## src/plrc_defs.svh

```systemverilog
// Constants of the power loss recovery controller: timing, clock and retained-store values.
// Assumes one 100 MHz clock and a synchronous active-high reset.
// What this block does
// The supervisor watches the standby rail in every state after shutdown or power loss.
// Standby stable for the whole 30 s observation means the system was switched off properly.
// Standby lost before the 30 s observation ends is classed as an AC power loss.
// A power loss is counted only when every supply, standby included, has gone.
// With the turn-on policy the system is switched on when standby returns after a loss.
// With the remain-off policy the system stays off when standby returns after a loss.
// With the last-state policy the system returns to the on or off state held before the loss.
// The 30 s observation runs only under the last-state policy.
// A loss within 30 s of a regular shutdown may leave the remembered state as on.
// Without a standby rail the policy is ignored and the system powers up when supplied.
// In the enhanced soft-off state only power button, sleep button and SMB alert wake it.
// Policy and remembered state sit in storage that survives total power loss.
`ifndef PLRC_DEFS_SVH
`define PLRC_DEFS_SVH

`define PLRC_CLK_HZ          64'd100000000
`define PLRC_OBSERVE_TIME_S  64'd30
`define PLRC_INIT_POLICY     2'h2
`define PLRC_INIT_LAST_ON    1'b0
`define PLRC_CNT_W           32

`endif

```

## src/plrc_pkg.sv

```systemverilog
// Types of the power loss recovery controller.
// Assumes nothing beyond the constants header.
package plrc_pkg;

  typedef enum logic [1:0] {
    PLRC_POL_TURN_ON    = 2'h0,
    PLRC_POL_REMAIN_OFF = 2'h1,
    PLRC_POL_LAST_STATE = 2'h2
  } plrc_policy_t;

  // Gray codes along boot, on, observe, off, lost
  typedef enum logic [2:0] {
    PLRC_ST_BOOT    = 3'h0,
    PLRC_ST_ON      = 3'h1,
    PLRC_ST_OBSERVE = 3'h3,
    PLRC_ST_OFF     = 3'h2,
    PLRC_ST_LOST    = 3'h6
  } plrc_state_t;

  typedef struct packed {
    logic pwr_btn;
    logic sleep_btn;
    logic smb_alert;
    logic other;
  } plrc_wake_t;

  typedef struct packed {
    plrc_policy_t policy;
    logic         last_on;
  } plrc_nv_t;

endpackage

```

## src/plrc_nv_store.sv

```systemverilog
// Retained store for restore policy and remembered on/off state.
// Assumes it sits on an always-alive domain: rst_i does not clear it, only nv_init_i.
`timescale 1ns/1ps
`include "plrc_defs.svh"

module plrc_nv_store (
  input  wire logic                clk_i,
  input  wire logic                nv_init_i,
  input  wire logic                pol_we_i,
  input  wire plrc_pkg::plrc_policy_t pol_i,
  input  wire logic                last_we_i,
  input  wire logic                last_i,
  output plrc_pkg::plrc_nv_t       nv_o
);

  plrc_pkg::plrc_nv_t nv_r;

  ////////////////////////////////////////////////////////////////////////////////
  // Not on rst_i, so contents outlive a loss of every supply
  always_ff @(posedge clk_i)
  begin
    if (nv_init_i)
    begin
      nv_r.policy  <= plrc_pkg::plrc_policy_t'(`PLRC_INIT_POLICY);
      nv_r.last_on <= `PLRC_INIT_LAST_ON;
    end
    else
    begin
      if (pol_we_i)
      begin
        nv_r.policy <= pol_i;
      end
      if (last_we_i)
      begin
        nv_r.last_on <= last_i;
      end
    end
  end

  assign nv_o = nv_r;

endmodule // plrc_nv_store

```

## src/plrc_top.sv

```systemverilog
// Power loss recovery controller: classifies shutdown versus AC loss and restores power.
// Assumes standby_ok_i, buttons and straps are synchronous to clk_i and debounced.
// rst_i is taken as the release of the controller when its own standby supply returns.
`timescale 1ns/1ps
`include "plrc_defs.svh"

module plrc_top #(
  parameter logic [`PLRC_CNT_W-1:0] OBSERVE_CYCLES =
    `PLRC_CNT_W'(`PLRC_OBSERVE_TIME_S * `PLRC_CLK_HZ)
) (
  input  wire logic                   clk_i,
  input  wire logic                   rst_i,
  input  wire logic                   standby_ok_i,
  input  wire logic                   standby_rail_i,
  input  wire logic                   shutdown_i,
  input  wire logic                   enh_soft_off_i,
  input  wire plrc_pkg::plrc_wake_t   wake_i,
  input  wire logic                   policy_we_i,
  input  wire plrc_pkg::plrc_policy_t policy_i,
  input  wire logic                   nv_init_i,
  output logic                        ps_on_o,
  output logic                        loss_event_o,
  output logic                        clean_off_o,
  output logic                        observing_o,
  output logic                        last_on_o,
  output plrc_pkg::plrc_policy_t      policy_o,
  output plrc_pkg::plrc_state_t       state_o
);

  ////////////////////////////////////////////////////////////////////////////////
  // Declarations

  plrc_pkg::plrc_state_t    state_r;
  plrc_pkg::plrc_state_t    state_nxt;
  logic [`PLRC_CNT_W-1:0]   obs_cnt_r;
  logic [`PLRC_CNT_W-1:0]   obs_cnt_nxt;
  logic                     obs_done;
  logic                     ps_on_r;
  logic                     loss_r;
  logic                     loss_nxt;
  logic                     clean_r;
  logic                     clean_nxt;
  logic                     observing_r;
  logic                     last_we;
  logic                     last_d;
  logic                     wake_ok;
  plrc_pkg::plrc_nv_t       nv;

  ////////////////////////////////////////////////////////////////////////////////
  // Restore decision, used on first boot and after a loss

  function automatic logic restore_on(input plrc_pkg::plrc_nv_t nv_f,
                                      input logic rail_f);
    logic on_f;
    on_f = 1'b0;
    if (!rail_f)
    begin
      on_f = 1'b1;
    end
    else
    begin
      unique case (nv_f.policy)
        plrc_pkg::PLRC_POL_TURN_ON:    on_f = 1'b1;
        plrc_pkg::PLRC_POL_REMAIN_OFF: on_f = 1'b0;
        plrc_pkg::PLRC_POL_LAST_STATE: on_f = nv_f.last_on;
        // Unknown code written by software: safest is to stay off
        default:                       on_f = 1'b0;
      endcase
    end
    return on_f;
  endfunction

  ////////////////////////////////////////////////////////////////////////////////
  // Retained store

  plrc_nv_store u_nv (
    .clk_i     (clk_i),
    .nv_init_i (nv_init_i),
    .pol_we_i  (policy_we_i),
    .pol_i     (policy_i),
    .last_we_i (last_we),
    .last_i    (last_d),
    .nv_o      (nv)
  );

  ////////////////////////////////////////////////////////////////////////////////
  // Wake filter

  always_comb
  begin
    // Other sources are dropped while in the enhanced soft-off state
    wake_ok = wake_i.pwr_btn | wake_i.sleep_btn | wake_i.smb_alert
            | (wake_i.other & ~enh_soft_off_i);
  end

  ////////////////////////////////////////////////////////////////////////////////
  // Observation timer

  assign obs_done = (obs_cnt_r == OBSERVE_CYCLES - `PLRC_CNT_W'(1));

  always_comb
  begin
    obs_cnt_nxt = '0;
    if (state_r == plrc_pkg::PLRC_ST_OBSERVE && state_nxt == plrc_pkg::PLRC_ST_OBSERVE)
    begin
      obs_cnt_nxt = obs_cnt_r + `PLRC_CNT_W'(1);
    end
  end

  always_ff @(posedge clk_i)
  begin
    if (rst_i)
    begin
      obs_cnt_r <= '0;
    end
    else
    begin
      obs_cnt_r <= obs_cnt_nxt;
    end
  end

  ////////////////////////////////////////////////////////////////////////////////
  // Sequencer

  always_comb
  begin
    state_nxt = state_r;
    loss_nxt  = 1'b0;
    clean_nxt = 1'b0;
    last_we   = 1'b0;
    last_d    = 1'b0;
    unique case (state_r)
      plrc_pkg::PLRC_ST_BOOT, plrc_pkg::PLRC_ST_LOST:
      begin
        if (standby_ok_i)
        begin
          if (restore_on(nv, standby_rail_i))
          begin
            state_nxt = plrc_pkg::PLRC_ST_ON;
          end
          else
          begin
            state_nxt = plrc_pkg::PLRC_ST_OFF;
          end
        end
      end
      plrc_pkg::PLRC_ST_ON:
      begin
        // Remembered as on while running, so a loss here restores on under the last-state policy
        last_we = 1'b1;
        last_d  = 1'b1;
        if (!standby_ok_i)
        begin
          state_nxt = plrc_pkg::PLRC_ST_LOST;
          loss_nxt  = 1'b1;
        end
        else if (shutdown_i)
        begin
          if (standby_rail_i && nv.policy == plrc_pkg::PLRC_POL_LAST_STATE)
          begin
            state_nxt = plrc_pkg::PLRC_ST_OBSERVE;
          end
          else
          begin
            state_nxt = plrc_pkg::PLRC_ST_OFF;
            last_d    = 1'b0;
          end
        end
      end
      plrc_pkg::PLRC_ST_OBSERVE:
      begin
        // Remembered state still on until the interval completes
        if (!standby_ok_i)
        begin
          state_nxt = plrc_pkg::PLRC_ST_LOST;
          loss_nxt  = 1'b1;
        end
        else if (wake_ok)
        begin
          state_nxt = plrc_pkg::PLRC_ST_ON;
        end
        else if (obs_done)
        begin
          state_nxt = plrc_pkg::PLRC_ST_OFF;
          clean_nxt = 1'b1;
          last_we   = 1'b1;
          last_d    = 1'b0;
        end
      end
      plrc_pkg::PLRC_ST_OFF:
      begin
        if (!standby_ok_i)
        begin
          state_nxt = plrc_pkg::PLRC_ST_LOST;
          loss_nxt  = 1'b1;
        end
        else if (wake_ok)
        begin
          state_nxt = plrc_pkg::PLRC_ST_ON;
        end
      end
      default:
      begin
        state_nxt = plrc_pkg::PLRC_ST_BOOT;
      end
    endcase
  end

  always_ff @(posedge clk_i)
  begin
    if (rst_i)
    begin
      state_r <= plrc_pkg::PLRC_ST_BOOT;
    end
    else
    begin
      state_r <= state_nxt;
    end
  end

  ////////////////////////////////////////////////////////////////////////////////
  // Registered outputs

  always_ff @(posedge clk_i)
  begin
    if (rst_i)
    begin
      ps_on_r     <= 1'b0;
      observing_r <= 1'b0;
    end
    else
    begin
      ps_on_r     <= (state_nxt == plrc_pkg::PLRC_ST_ON);
      observing_r <= (state_nxt == plrc_pkg::PLRC_ST_OBSERVE);
    end
  end

  always_ff @(posedge clk_i)
  begin
    if (rst_i)
    begin
      loss_r  <= 1'b0;
      clean_r <= 1'b0;
    end
    else
    begin
      loss_r  <= loss_nxt;
      clean_r <= clean_nxt;
    end
  end

  assign ps_on_o      = ps_on_r;
  assign loss_event_o = loss_r;
  assign clean_off_o  = clean_r;
  assign observing_o  = observing_r;
  assign last_on_o    = nv.last_on;
  assign policy_o     = nv.policy;
  assign state_o      = state_r;

endmodule // plrc_top

```

## config.mk

```make
export PLATFORM = sky130hd
export DESIGN_NAME = plrc_top
export DESIGN_NICKNAME = d
export VERILOG_FILES = /design/src/plrc_pkg.sv /design/src/plrc_nv_store.sv /design/src/plrc_top.sv
export VERILOG_INCLUDE_DIRS = /design/src
export SDC_FILE = /design/constraint.sdc
export NUM_CORES = 1
export LEC_CHECK = 0
export BUFFER_PORTS_ARGS = -buffer_cell sky130_fd_sc_hd__buf_2
export CORE_AREA = 2 2 94 51
export CTS_BUF_LIST = sky130_fd_sc_hd__clkbuf_8
export CTS_CLUSTER_SIZE = 12
export DETAILED_ROUTE_END_ITERATION = 12
export DIE_AREA = 0 0 96 53
export PLACE_DENSITY = 0.86
export SYNTH_ARGS = -nofsm -noshare
export SYNTH_HDL_FRONTEND = slang
export SYNTH_SLANG_ARGS = --single-unit
```

## constraint.sdc

```tcl
create_clock -name clk_i -period 1.9 [get_ports clk_i]
set_clock_uncertainty 0.05 [all_clocks]
set_input_delay 0.19 -clock clk_i [delete_from_list [all_inputs] [get_ports clk_i]]
set_output_delay 0.19 -clock clk_i [all_outputs]
set_load 0.02 [all_outputs]
```

## Yosys cells after proc, flatten, opt, wreduce, memory -nomap -nowiden

Cells that the tools add are included.

- Logic and storage cells: 58
- Output and inout bits: 10
- Bits of input ports: 14
- Register bits after elaboration: 42

- Multiplexer cells: 24
- Reductions and logical operators: 9
- Equal/unequal tests: 8
- Add/sub/neg operators: 1
- Bitwise operators: 8

Operators with widths:

| operator | count |
|---|---|
| 32-bit by 1-bit adder with 32-bit output (second input constant) | 1 |
| 32-bit == test (second input constant) | 1 |
| 3-bit 2-to-1 mux | 8 |
| 1-bit 2-to-1 mux | 12 |
| 3-bit one-hot mux with 4 select lines | 1 |
| 3-bit by 2-bit == test with 1-bit output (second input constant) | 3 |
| 2-bit OR reduction | 4 |
| 3-bit by 1-bit == test with 1-bit output (second input constant) | 2 |
| 1-bit NOT | 4 |
| 1-bit one-hot mux with 2 select lines | 2 |
| 3-bit == test (second input constant) | 1 |
| 3-bit logical NOT | 1 |
| 1-bit OR | 3 |
| 3-bit OR reduction | 1 |
| 2-bit == test (second input constant) | 1 |
| 1-bit logical AND | 2 |
| 2-bit logical NOT | 1 |
| 2-bit 2-to-1 mux | 1 |
| 1-bit AND | 1 |

## Depth between registers and ports, before layout

Gate-level depths: netlist (run 1).

- Word-level depth: 12
- Depth in mapped cells: 8
- Depth with buffers taken out: 6

## Cells and area by module

From an unflattened synthesis (run 1), not the netlist that was laid out.

- Cell total of the unflattened synthesis: 220
- Area, all modules: 1994.4 sq um

By module, submodules not included:

| module | times used | area an instance (sq um) | cells an instance |
|---|---|---|---|
| plrc_top | 1 | 1891.8 | 211 |
| plrc_nv_store | 1 | 102.6 | 9 |

## Least setup slack after synthesis (run 1)

Ideal clock, no wire load.

- Path type: reg-to-reg
- From: register obs_cnt_r[0]
- To: register obs_cnt_r[30]
- Setup slack: -0.123 ns
- Library setup time: 0.103 ns
- Data required time: 1.747 ns
- Arrival time: 1.870 ns
- Period minus slack after synthesis: 2.023 ns
- Path buffers: 0
- Stages on the path, launching flop included: 7
- Cells stage by stage: dfxtp_1 ha_1 nand4_1 nor2_2 nand3_1 or3_1 a2111oi_2

- Cells in the longest elaborated chain, start to end: 9
- Elaborated cells on any way between the ends: 10

RTL lines:

| what | line | source |
|---|---|---|
| from (decl) | plrc_top.sv:35 | `` logic [`PLRC_CNT_W-1:0] obs_cnt_r; `` |
| from (signal assigned) | plrc_top.sv:118 | `obs_cnt_r <= obs_cnt_nxt;` |
| 32-bit == test | plrc_top.sv:99 | `` assign obs_done = (obs_cnt_r == OBSERVE_CYCLES - `PLRC_CNT_W'(1)); `` |
| 3-bit 2-to-1 mux | plrc_top.sv:182 | `else if (obs_done)` |
| 3-bit 2-to-1 mux | plrc_top.sv:178 | `else if (wake_ok)` |
| 3-bit 2-to-1 mux | plrc_top.sv:173 | `if (!standby_ok_i)` |
| 3-bit one-hot mux with 4 select lines | plrc_top.sv:132 | `unique case (state_r)` |
| 3-bit by 2-bit == test with 1-bit output | plrc_top.sv:104 | `if (state_r == plrc_pkg::PLRC_ST_OBSERVE && state_nxt == plrc_pkg::PLRC_ST_OBSERVE)` |
| 1-bit logical AND | plrc_top.sv:104 |  |
| 1-bit NOT (no source line) | - |  |
| 2-bit OR reduction (no source line) | - |  |

Parallel ways exist; a longest one is shown, timed or not.
A chain may end at the register's enable or synchronous reset.

## Worst setup path in the final report (run 1)

- From: register obs_cnt_r[26]
- To: register obs_cnt_r[30]

The elaborated chain is that of the path after synthesis.

==> results by stage, run 1 <==
Yosys:
- Yosys printed 0 warnings.
- Summed over its instances, the top area cell type makes up 37.44% of the synthesized netlist area.
- The library cell with the largest summed area after synthesis is dfxtp_1.
- The summed instance area of the synthesized netlist is 2246 sq um.
- The number of nets handed over by synthesis was 247.
- The commonest register cell after synthesis is dfxtp_1.
- The count of flip-flops with a built-in enable after synthesis is 0.
- Sequential cells were found to cover a little under two fifths of the synthesized design area.
- The number of cells produced by synthesis is 232.
- The synthesized netlist contains between 40 and 50 unique library cells.
- Sorting the synthesized cells by area gives the leading types as dfxtp_1 (37%), nor4_2 (16%), xor2_1 (9.0%).
- The average instance in the mapped netlist occupies 9.681 sq um.
- For this run, asynchronously set or reset flops after synthesis account for 0%.
- After synthesis the netlist holds a flip-flop and latch count of 42.

Setup path:
- The reg-to-reg setup timing slack is -150 ps.
- At the worst endpoint, the arrival time is 2190 ps.
- The most critical setup path has its startpoint at obs_cnt_r[26]$_SDFF_PP0_.
- STA classifies the critical path startpoint as a register.
- The slowest stage of the critical path belongs to the cell or4_4.
- Along the worst path, the maximum fanout reaches 6.
- For the worst flop-to-flop path, the logic depth is 6.
- The worst setup path endpoint is obs_cnt_r[30]$_SDFF_PP0_.
- The worst setup path is of the register to register kind.
- The critical register-to-register path endpoint is obs_cnt_r[30]$_SDFF_PP0_.
- The start of the worst register-to-register path is obs_cnt_r[26]$_SDFF_PP0_.
- STA classifies the critical path endpoint as a register.
- The signal on the critical path passes through or4_4 > nor3_4 > and4b_1 > o22a_4 > clkbuf_16 > a2111oi_4.
- The worst path required time is 2040 ps.
- The delay contributed by the slowest stage of the critical path is around 550 ps.

Global route:
- The number of antenna violations at the first check in global routing is 0.
- The via count of the first global-routing pass is 1755.
- The first-pass GRT wire length is 8721 um.
- After global routing the overflow that remains totals 0.
- The total track usage is 23.23%.
- The largest net degree at the start of global routing is 16.

Die:
- The die covers between 5000 and 6000 sq um.
- The I/O pin total is 24.
- The width of the chip is 96 um.
- The die extent in y is 53 um.
- The initial core utilization is between 50% and 60%.
- Row generation in the floorplan step produced 17 rows.
- The core area is ~4200 sq um.

Routing:
- The sum of met3 wire segment lengths after detailed routing is approximately 400 um.
- After detailed routing, the number of vias per cell comes to ~5.6.
- The routed length per instance is ~16 um.
- The sum of routed wire length over all layers is ~5600 um.
- For this block, wires on met1 add up to 2772 um.
- The detailed router finished its first iteration with about 130 violations.
- The highest metal layer carrying signal wires in the routed design is met4.
- The detailed route wirelength on metal2 is 2360 um.
- The total vias in the final route is 1968.
- For this run, design rule violations remaining after detail routing come to 0.
- The first-pass iteration count of the detailed router is 4.
- The post-detailed-route count of antenna-violating nets is 0.

Finish:
- Measured on the finished design, the core utilization comes to between 70% and 80%.
- The filler cells instantiated in the layout total about 310.
- The final layout contains 308 nets.
- 0 antenna diodes ended up in the layout.
- The post-route netlist has between 40% and 50% of its cells at a drive strength greater than 1.
- The area growth from synthesis to layout is 32.53%.

STA:
- The number of endpoints failing setup at the final stage is 36.
- Across all hold checks on the routed design, the worst slack comes to 24.87 ps.
- The headroom to the max-slew limit is 72.05%.
- Subtracting the final worst setup slack from the clock period gives ~2000 ps.
- The final setup TNS is -4190 ps.
- The worst path uses 107.9% of the clock period.
- The number of failing hold endpoints at the final stage was 0.
- The slew at the pin closest to its max-slew limit is 414.9 ps.
- Based on the critical path, the design can be clocked at up to between 400 and 500 MHz.
- The max-slew violation count was 0.
- Setup repair after global routing could not meet its margin everywhere.
- Setup slack on the critical path of the routed design comes to -149.7 ps.

Min path:
- The worst hold path class is primary input to register.
- Counting instances, the worst hold path has a depth of 2.

Clock network:
- The CTS H-tree depth is 2.
- TritonCTS built the clock tree.
- Clock tree synthesis found a total of 42 sinks.
- In this run the clock root is driven by a clkbuf_8.
- In this run the deepest clock path goes through 2 buffers.
- The clock reaches the later pin of the worst-skew pair after 310 ps.
- Clock tree synthesis inserted a total of 5 buffers.
- After clock tree synthesis, the clock-pin slew on the worst setup and hold paths is 90 ps.
- The hold-fix buffer count after cts is 0.

Power and ir drop:
- VDD sags by at most around 570 uV.
- The leakage power of the design is between 1 and 1.5 nW.
- The power density relative to cell area is 729.7 nW/um^2.

Placement:
- The worst setup slack after placement is -147.4 ps.
- At the end of routability-driven placement, the weighted congestion stood at between 0.9 and 1.
- After legalization and detailed placement, the total HPWL measured 3699 um.
- The number of buffers inserted by port buffering is 23.

Outcome:
- The final reports fail on setup timing.
- The run finished, with violations left.

Flow run:
- The max-capacitance violation count is 0.
[per-layer routing]
metal,vias to the layer above,global-route usage (%)
li1,967,-
met2,52,32.64
met1,942,33.80
met5,-,0
met3,7,8.120
met4,0,4.762
[cell families (layout without fill, tap and decap cells)]
logic type      after synthesis  count (layout)  synth area share, %
xor+xnor                     29              29                11.31
simple gates                122             122                38.55
flops                        42              42                37.44
compound gates               17              17                5.404
buf+inv                      20              82                6.295
fa+ha+maj                     1               1               0.5570
mux                           1               1               0.4457
[metrics by stage]
stage,cell area [sq um],total power [mW],cells
after global placement,2668,1.473,338
final,2977,2.172,351
after global routing,2977,2.269,351
after floorplan,2257,1.318,232
after CTS,2805,2.098,347
after detailed placement,2668,1.481,338
[power breakdown]
group,total (mW),switching (mW),internal (mW)
logic,0.651,0.392,0.259
registers,0.932,0.0268,0.905
clock network,0.589,0.334,0.254
total,2.17,0.753,1.42
[timing repair]
| item | CTS | global route |
|---|---|---|
| resized for setup | 6 | 16 |
| setup endpoints to repair | 35 | 36 |
| setup buffers | 0 | 2 |
| cloned | 1 | 2 |
| pin swaps | 2 | 14 |
[critical path, delay by kind of cell (launching register included)]
family / cells / cell delay, ps
compound gates: 2 / 300
buf+inv: 1 / 190
flops: 1 / 320
simple gates: 3 / 1060
[Yosys cell counts, types with 4 or more instances]
master,count
dfxtp_1,42
nor2b_1,4
nand4_1,13
nand2_1,16
xnor2_1,6
nand3_1,15
xor2_1,23
nor2_1,15
nor3_1,5
o21ai_0,5
clkbuf_1,10
and3_1,5
nor4_2,29
[worst min path at each step]
stage / startpoint / to / slack (ps)
after floorplan: nv_init_i / u_nv.nv_o[1]$_SDFFE_PP0P_ / 210
after global placement: nv_init_i / u_nv.nv_o[0]$_SDFFE_PP0P_ / 340
after detailed placement: policy_i[1] / u_nv.nv_o[2]$_SDFFE_PP1P_ / 350
after CTS: nv_init_i / u_nv.nv_o[1]$_SDFFE_PP0P_ / 20
after global routing: nv_init_i / u_nv.nv_o[1]$_SDFFE_PP0P_ / 10
final: policy_i[1] / u_nv.nv_o[2]$_SDFFE_PP1P_ / 20
[layout by cell type (no fill, tap or decap), types with 4 or more instances in the layout]
cell and count:
and3_1 5, buf_2 23, buf_4 42, clkbuf_8 5, dfxtp_1 39, nand2_1 16, nand3_1 15, nand4_1 13
nor2_1 14, nor2b_1 4, nor3_1 4, nor4_2 22, nor4_4 7, o21ai_0 5, xnor2_1 6, xor2_1 23
[flip-flops by register name (all words and copies together) (netlist names)]
signal        flops
ps_on_o           1
observing_o       1
state_o           3
clean_off_o       1
u_nv.nv_o         3
loss_event_o      1
obs_cnt_r        32
[final cells by class]
cell class,instances,area [sq um],share of cell area (%)
Multi-Input combinational cell,170,1400,47.04
Inverter,3,11.26,0.3783
Tap cell,57,71.32,2.396
Timing Repair Buffer,71,563.0,18.92
Clock buffer,5,68.82,2.312
Clock inverter,3,17.52,0.5885
Sequential cell,42,844.6,28.37
No activity file was read; power rests on OpenSTA's default activity.
==> inputs of run 2 (changes only) <==
--- a/config.mk
+++ b/config.mk
@@ -7,12 +7,14 @@
 export NUM_CORES = 1
 export LEC_CHECK = 0
 export BUFFER_PORTS_ARGS = -buffer_cell sky130_fd_sc_hd__buf_2
-export CORE_AREA = 2 2 94 51
+export CORE_AREA = 2 2 89 48
 export CTS_BUF_LIST = sky130_fd_sc_hd__clkbuf_8
 export CTS_CLUSTER_SIZE = 12
 export DETAILED_ROUTE_END_ITERATION = 12
-export DIE_AREA = 0 0 96 53
-export PLACE_DENSITY = 0.86
+export DIE_AREA = 0 0 91 50
+export PLACE_DENSITY = 0.87
+export SKIP_CTS_REPAIR_TIMING = 1
 export SYNTH_ARGS = -nofsm -noshare
 export SYNTH_HDL_FRONTEND = slang
+export SYNTH_HIERARCHICAL = 1
 export SYNTH_SLANG_ARGS = --single-unit
==> results by stage, run 2 <==
Die:
- The I/O pin total is 24 (unchanged).
- The die area is 4550 sq um (was 5088 sq um).
- The die extent in y came to 50 um (was 53 um).
- The core area is 3764 sq um (was 4233 sq um).
- The number of rows created at floorplan is 16 (was 17).
- The width of the chip is 91 um (was 96 um).
- The initial core utilization is 52.99% (was 53.06%).

Finish:
- The most common cell after layout, fill and taps aside is dfxtp_1 (was buf_4).
- The number of standard cells in the layout, taps in and fillers out was 330 (was 351).
- The area taken by multi-input logic gates is 1105 sq um (was 1400 sq um).
- The register with the most flip-flops is obs_cnt_r (unchanged).
- The number of nets in the layout is 290 (was 308).
- The sequential standard cell area is 842.1 sq um (was 844.6 sq um).
- The fraction of layout instances using a drive strength above 1 is 29.35% (was 42.86%).
- The area growth from synthesis to layout is 24.78% (was 32.53%).
- The cell area after layout is 2489 sq um (was 2977 sq um).
- The count of filler cells inserted in the layout is 303 (was 306).
- The antenna diode instance count is 0 (unchanged).
- The flip-flop count of the largest register after layout came to 32 (unchanged).
- Most frequent cells in the layout: dfxtp_1 (41), buf_4 (32), nor2_1 (31) (was buf_4 (42), dfxtp_1 (39), xor2_1 (23), buf_2 (23), nor4_2 (22)).
- The fraction of the core area covered by cells at the end of the flow was 66.12% (was 70.32%).

Global route:
- The total track usage is 21.03% (was 23.23%).
- The largest net degree at the start of global routing is 26 (was 16).
- The residual overflow from global routing is 0 (unchanged).
- The via count of the first global-routing pass is 1562 (was 1755).
- The number of antenna violations at the first check in global routing is 0 (unchanged).
- The first-pass GRT wire length is 7458 um (was 8721 um).

Placement:
- The placed instance count is 319 (was 338).
- The final HPWL from detailed placement is 3338 um (was 3699 um).
- The number of buffers inserted by port buffering is 23 (unchanged).
- The placed standard-cell area is 2359 sq um (was 2668 sq um).
- The placer congestion estimate was 0.9352 (was 0.9515).
- The worst setup slack after placement is -195.6 ps (was -147.4 ps).

Setup path:
- The category of the worst setup path capture point is a register (unchanged).
- The worst path required time came to 2040 ps (about the same).
- The delay contributed by the slowest stage of the critical path is 500 ps (was 550 ps).
- The signal arrival time at the worst endpoint is 2190 ps (about the same).
- The library cell contributing the largest single delay on the critical path was or4bb_1 (was or4_4).
- The largest fanout on the critical path came to 25 (was 6).
- Cells along the critical path: or4bb_1 > nor4_2 > nor4b_4 > buf_4 > a221o_2 > buf_12 > nor2_1 (was or4_4 > nor3_4 > and4b_1 > o22a_4 > clkbuf_16 > a2111oi_4).
- The kind of start point of the critical path was a register (unchanged).
- The class of the most critical setup path is register to register (unchanged).

Clock network:
- The total clock sinks was 42 (unchanged).
- The maximum buffer depth of the clock tree is 2 (unchanged).
- The CTS H-tree depth came to 2 (unchanged).
- The clock root buffer master is clkbuf_8 (unchanged).
- The clock buffer count from CTS is 5 (unchanged).
- The clock latency at the later pin of the worst-skew pair is 290 ps (was 310 ps).
- The clock-pin slew reported for the worst setup and hold paths after clock tree synthesis was 80 ps (was 90 ps).
- The clock tree from TritonCTS was done (unchanged).

STA:
- The worst hold slack is 39.64 ps (was 24.87 ps).
- The post-route worst setup slack is -156.9 ps (was -149.7 ps).
- The final setup TNS is -4708 ps (was -4190 ps).
- The maximum clock rate is 486.2 MHz (was 487.9 MHz).
- The max-slew violation count is 0 (unchanged).
- The number of endpoints failing setup at the final stage is 34 (was 36).
- Unrepaired setup endpoints after global routing: true (unchanged).
- The headroom to the max-slew limit is 69.88% (was 72.05%).
- The number of failing hold endpoints at the final stage was 0 (unchanged).
- The slew at the pin closest to its max-slew limit came to 447.7 ps (was 414.9 ps).
- The ratio of final minimum period to clock period was 108.3% (was 107.9%).
- The final critical-path required period came to 2057 ps (was 2050 ps).

Yosys:
- The share of synthesized registers carrying an async set or reset is 0% (unchanged).
- The share of the yosys chip area belonging to registers is 42.16% (was 37.44%).
- The post-synthesis net count is 235 (was 247).
- The most instantiated library cell after synthesis is dfxtp_1 (unchanged).
- Cells taking the most area after synthesis: dfxtp_1 (42%), xor2_1 (10%), nor2_1 (5.8%) (was dfxtp_1 (37%), nor4_2 (16%), xor2_1 (9.0%)).
- The count of flip-flops with a built-in enable after synthesis is 0 (unchanged).
- List of most frequent post-synthesis cells: dfxtp_1 (42), nor2_1 (31), xor2_1 (23) (was dfxtp_1 (42), nor4_2 (29), xor2_1 (23)).
- The library cell with the largest summed area after synthesis is dfxtp_1 (unchanged).
- The number of different library cells in the post-synthesis netlist was 42 (was 43).
- The commonest register cell after synthesis is dfxtp_1 (unchanged).
- The mean cell area of the mapped netlist is 9.066 sq um (was 9.681 sq um).
- The register bit total from synthesis was 42 (unchanged).
- The portion of synthesized cell area occupied by the leading cell type was 42.16% (was 37.44%).
- The warning count from the yosys run was 6 (was 0).
- The number of cells produced by synthesis was 220 (was 232).
- The summed instance area of the synthesized netlist is 1994 sq um (was 2246 sq um).

Routing:
- The first-pass iteration count of the detailed router came to 4 (unchanged).
- The total vias in the final route is 1728 (was 1968).
- The routed length per instance is 13.27 um (was 15.87 um).
- The post-detailed-route count of antenna-violating nets is 0 (unchanged).
- The number of remaining DRC errors came to 0 (unchanged).
- The detailed router's first-iteration violation count is 102 (was 128).
- The number of vias per cell after detailed routing is 5.236 (was 5.607).
- The sum of routed wire length over all layers came to 4379 um (was 5571 um).

Power and ir drop:
- The power density relative to cell area was 663.2 nW/um^2 (was 729.7 nW/um^2).
- The net switching power figure is 392.1 uW (was 753.4 uW).
- The cell internal power dissipation is 1.258 mW (was 1.419 mW).
- The sequential cell fraction of total power is 55.3% (was 42.9%).
- The proportion of total power due to net switching is 23.76% (was 34.69%).
- The highest ir drop seen on vdd came to 441.0 uV (was 567.0 uV).
- The combinational power share is 9.5% (was 30.0%).
- The portion of total power attributed to the clock network is 35.2% (was 27.1%).
- The leakage power of the design is 0.9782 nW (was 1.100 nW).
- The overall power is 1.650 mW (was 2.172 mW).

Outcome:
- Violated checks: setup timing (unchanged).
- Result of the run: finished with violations (unchanged).

Flow run:
- The max-capacitance violation count was 0 (unchanged).

Min path:
- The worst hold path class is primary input to register (unchanged).
[run 2: worst paths after layout]
path	startpoint	to	slack, ps	cells after the start
worst max-delay path	obs_cnt_r[21]$_SDFF_PP0_	obs_cnt_r[2]$_SDFF_PP0_	-160	7
worst min-delay path	nv_init_i	u_nv/nv_o[1]$_SDFFE_PP0P_	40	2
worst max register to register	obs_cnt_r[21]$_SDFF_PP0_	obs_cnt_r[2]$_SDFF_PP0_	-160	7
worst min register to register	obs_cnt_r[6]$_SDFF_PP0_	obs_cnt_r[6]$_SDFF_PP0_	480	2
[run 2: critical path, delay by kind of cell (launching register included)]
kind | cells | cell delay, ps
AOI/OAI and AO/OA | 1 | 180
buffers and inverters | 2 | 330
DFF | 1 | 310
and+or+nand+nor | 4 | 1070
[run 2: cells by family (layout without fill, tap and decap cells)]
| family | after synthesis | in the layout | synth area share [%] |
|---|---|---|---|
| AND/OR/NAND/NOR | 121 | 121 | 34.38 |
| adder cells (fa/ha/maj) | 1 | 1 | 0.6273 |
| buffers and inverters | 10 | 66 | 3.262 |
| multiplexers | 2 | 2 | 1.004 |
| AO/OA/AOI/OAI | 13 | 13 | 4.957 |
| flip-flops | 42 | 42 | 42.16 |
| XOR/XNOR | 31 | 31 | 13.61 |
[run 2: area by class of cell]
class / instances / area share [%]
well taps: 54 / 2.715
clock buffers: 6 / 3.318
repair buffers: 56 / 15.08
clock inverters: 2 / 0.3519
inverters: 2 / 0.3017
multi-input cells: 168 / 44.39
flip-flops and latches: 42 / 33.84
[run 2: power groups by stage]
stage               Sequential [mW]  Clock (mW)  Combinational [mW]
floorplan                     0.948           0              0.0696
global placement              0.932           0               0.148
detailed placement            0.933           0               0.151
CTS                           0.912       0.605               0.152
global route                  0.915       0.642               0.171
finish                        0.912       0.582               0.157
[run 2: layer usage]
metal | wire [um] | global-route usage, %
met1 | 2277 | 31.10
met2 | 1764 | 29.38
met3 | 298 | 5.657
met4 | 39 | 6.818
met5 | 0 | 0
==> inputs of run 3 (changes only) <==
--- a/config.mk
+++ b/config.mk
@@ -7,12 +7,12 @@
 export NUM_CORES = 1
 export LEC_CHECK = 0
 export BUFFER_PORTS_ARGS = -buffer_cell sky130_fd_sc_hd__buf_2
-export CORE_AREA = 2 2 89 48
+export CORE_AREA = 4 4 87 48
 export CTS_BUF_LIST = sky130_fd_sc_hd__clkbuf_8
 export CTS_CLUSTER_SIZE = 12
 export DETAILED_ROUTE_END_ITERATION = 12
-export DIE_AREA = 0 0 91 50
-export PLACE_DENSITY = 0.87
+export DIE_AREA = 0 0 91 52
+export PLACE_DENSITY = 0.9
 export SKIP_CTS_REPAIR_TIMING = 1
 export SYNTH_ARGS = -nofsm -noshare
 export SYNTH_HDL_FRONTEND = slang
==> constraint.sdc (replaced) <==
create_clock -name clk_i -period 2.2 [get_ports clk_i]
set_clock_uncertainty 0.05 [all_clocks]
set_input_delay 0.22 -clock clk_i [delete_from_list [all_inputs] [get_ports clk_i]]
set_output_delay 0.22 -clock clk_i [all_outputs]
set_load 0.02 [all_outputs]
==> results by stage, run 3 (synthesis results as in run 2) <==
STA:
- The final critical-path required period is 2197 ps (was 2057 ps).
- The headroom to the max-slew limit is 63.59% (was 69.88%).
- The number of failing hold endpoints at the final stage is 0 (unchanged).
- The post-route worst setup slack is 2.613 ps (was -156.9 ps).
- The ratio of final minimum period to clock period is 99.88% (was 108.3%).
- The slew at the pin closest to its max-slew limit is 541.1 ps (was 447.7 ps).
- Unrepaired setup endpoints after global routing: true (unchanged).
- The number of endpoints failing setup at the final stage is 0 (was 34).
- The max-slew violation count is 0 (unchanged).
- The maximum clock rate is 455.1 MHz (was 486.2 MHz).

Power and ir drop:
- The power density relative to cell area is 633.0 nW/um^2 (was 663.2 nW/um^2).
- The overall power came to 1.506 mW (was 1.650 mW).
- The leakage power of the design came to 0.8891 nW (was 0.9782 nW).
- The highest ir drop seen on vdd is 490.0 uV (was 441.0 uV).

Die:
- The number of rows created at floorplan is 15 (was 16).
- The I/O pin total is 24 (unchanged).
- The width of the chip is 91 um (unchanged).
- The core area is 3378 sq um (was 3764 sq um).
- The die area came to 4732 sq um (was 4550 sq um).
- The initial core utilization is 59.04% (was 52.99%).
- The die extent in y is 52 um (was 50 um).

Routing:
- The number of remaining DRC errors is 0 (unchanged).
- The sum of routed wire length over all layers was 5189 um (was 4379 um).
- The post-detailed-route count of antenna-violating nets is 0 (unchanged).
- The total vias in the final route is 1860 (was 1728).
- The first-pass iteration count of the detailed router is 5 (was 4).
- The number of vias per cell after detailed routing is 6.200 (was 5.236).
- The routed length per instance is 17.30 um (was 13.27 um).
- The detailed router's first-iteration violation count was 162 (was 102).

Clock network:
- The clock tree from TritonCTS is done (unchanged).
- The CTS H-tree depth is 2 (unchanged).
- The clock latency at the later pin of the worst-skew pair came to 300 ps (was 290 ps).
- The maximum buffer depth of the clock tree is 2 (unchanged).
- The clock-pin slew reported for the worst setup and hold paths after clock tree synthesis is 80 ps (about the same).
- The clock buffer count from CTS was 5 (unchanged).
- The total clock sinks is 42 (unchanged).
- The clock root buffer master is clkbuf_8 (unchanged).

Min path:
- The worst hold path class is primary input to register (unchanged).

Global route:
- The number of antenna violations at the first check in global routing is 0 (unchanged).
- The residual overflow from global routing is 0 (unchanged).
- The largest net degree at the start of global routing is 19 (was 26).
- The via count of the first global-routing pass is 1693 (was 1562).
- The first-pass GRT wire length came to 7762 um (was 7458 um).
- The total track usage is 20.68% (was 21.03%).

Finish:
- The fraction of layout instances using a drive strength above 1 is 26.36% (was 29.35%).
- Most frequent cells in the layout: dfxtp_1 (38), nor2_1 (31), xor2_1 (23), buf_2 (23), nand4_1 (15) (was dfxtp_1 (41), buf_4 (32), nor2_1 (31)).
- The register with the most flip-flops is obs_cnt_r (unchanged).
- The most common cell after layout, fill and taps aside is dfxtp_1 (unchanged).
- The number of nets in the layout is 272 (was 290).
- The flip-flop count of the largest register after layout came to 32 (unchanged).
- The antenna diode instance count was 0 (unchanged).
- The cell area after layout came to 2380 sq um (was 2489 sq um).
- The area growth from synthesis to layout is 19.32% (was 24.78%).

Placement:
- The final HPWL from detailed placement is 3140 um (was 3338 um).
- The placer congestion estimate is 0.8679 (was 0.9352).
- The placed standard-cell area came to 2197 sq um (was 2359 sq um).
- The number of buffers inserted by port buffering is 23 (unchanged).
- The worst setup slack after placement is -10.64 ps (was -195.6 ps).

Setup path:
- The worst path required time came to 2340 ps (was 2040 ps).
- The category of the worst setup path capture point was a register (unchanged).
- The largest fanout on the critical path is 4 (was 25).
- The class of the most critical setup path is register to register (unchanged).
- The kind of start point of the critical path is a register (unchanged).
- The signal arrival time at the worst endpoint was 2340 ps (was 2190 ps).

Outcome:
- Result of the run: finished clean (was finished with violations).

Flow run:
- The max-capacitance violation count is 0 (unchanged).
run 3: changes by cell type in the layout (fill, tap and decap cells not counted), sizes merged:
cell,change
clkbuf,-1
clkinv,+1
inv,-1
buf,-18
bufinv,+1
run 3: layout make-up:
type	instances	area, sq um
multi-input combinational	168	1110
fill	204	998.5
sequential	42	848.3
timing repair buffer	38	252.7
clock buffer	5	68.82
tap	42	52.55
clock inverter	3	40.04
inverter	2	7.507
run 3: worst paths after layout:
check	start	endpoint	slack, ps	depth (start not counted)
setup / recovery	obs_cnt_r[20]$_SDFF_PP0_	u_nv/nv_o[0]$_SDFFE_PP0P_	3	7
hold / removal	nv_init_i	u_nv/nv_o[1]$_SDFFE_PP0P_	60	2
setup reg to reg	obs_cnt_r[20]$_SDFF_PP0_	u_nv/nv_o[0]$_SDFFE_PP0P_	3	7
hold reg to reg	obs_cnt_r[0]$_SDFF_PP0_	obs_cnt_r[0]$_SDFF_PP0_	470	1
run 3: report_power, final:
group	leakage, nW	switching [mW]	internal, mW	total (mW)
combinational	0.489	0.0680	0.0495	0.117
sequential	0.342	0.0167	0.772	0.789
clock	0.0579	0.266	0.334	0.600
run 3: per-layer routing:
| layer | share of wire, % | up-vias | wire length, um | global-route usage, % |
|---|---|---|---|---|
| met5 | 0 | - | 0 | 0 |
| met4 | 4.2 | 0 | 220 | 10.25 |
| met3 | 7.5 | 27 | 387 | 5.491 |
| met2 | 48 | 112 | 2465 | 36.05 |
| met1 | 41 | 877 | 2117 | 24.03 |
| li1 | - | 844 | - | - |
run 3: worst max-delay path, stage by stage, from the launching register on:
cell and delay, ps:
dfxtp_2 360, or4bb_4 560, nor4_4 220, nor4b_4 340, nand2_2 120, o21ai_2 190
mux2i_1 200, nor2_1 60
run 3: through the flow:
step,utilization (%),setup TNS [ps],cells,hold WS [ps]
floorplan,-,0,220,239.1
global placement,65.04,0,286,373.3
detailed placement,65.04,-10.64,286,374.4
CTS,68.26,-45.76,294,55.41
global route,70.44,-1511,300,72.12
finish,70.44,0,300,64.54
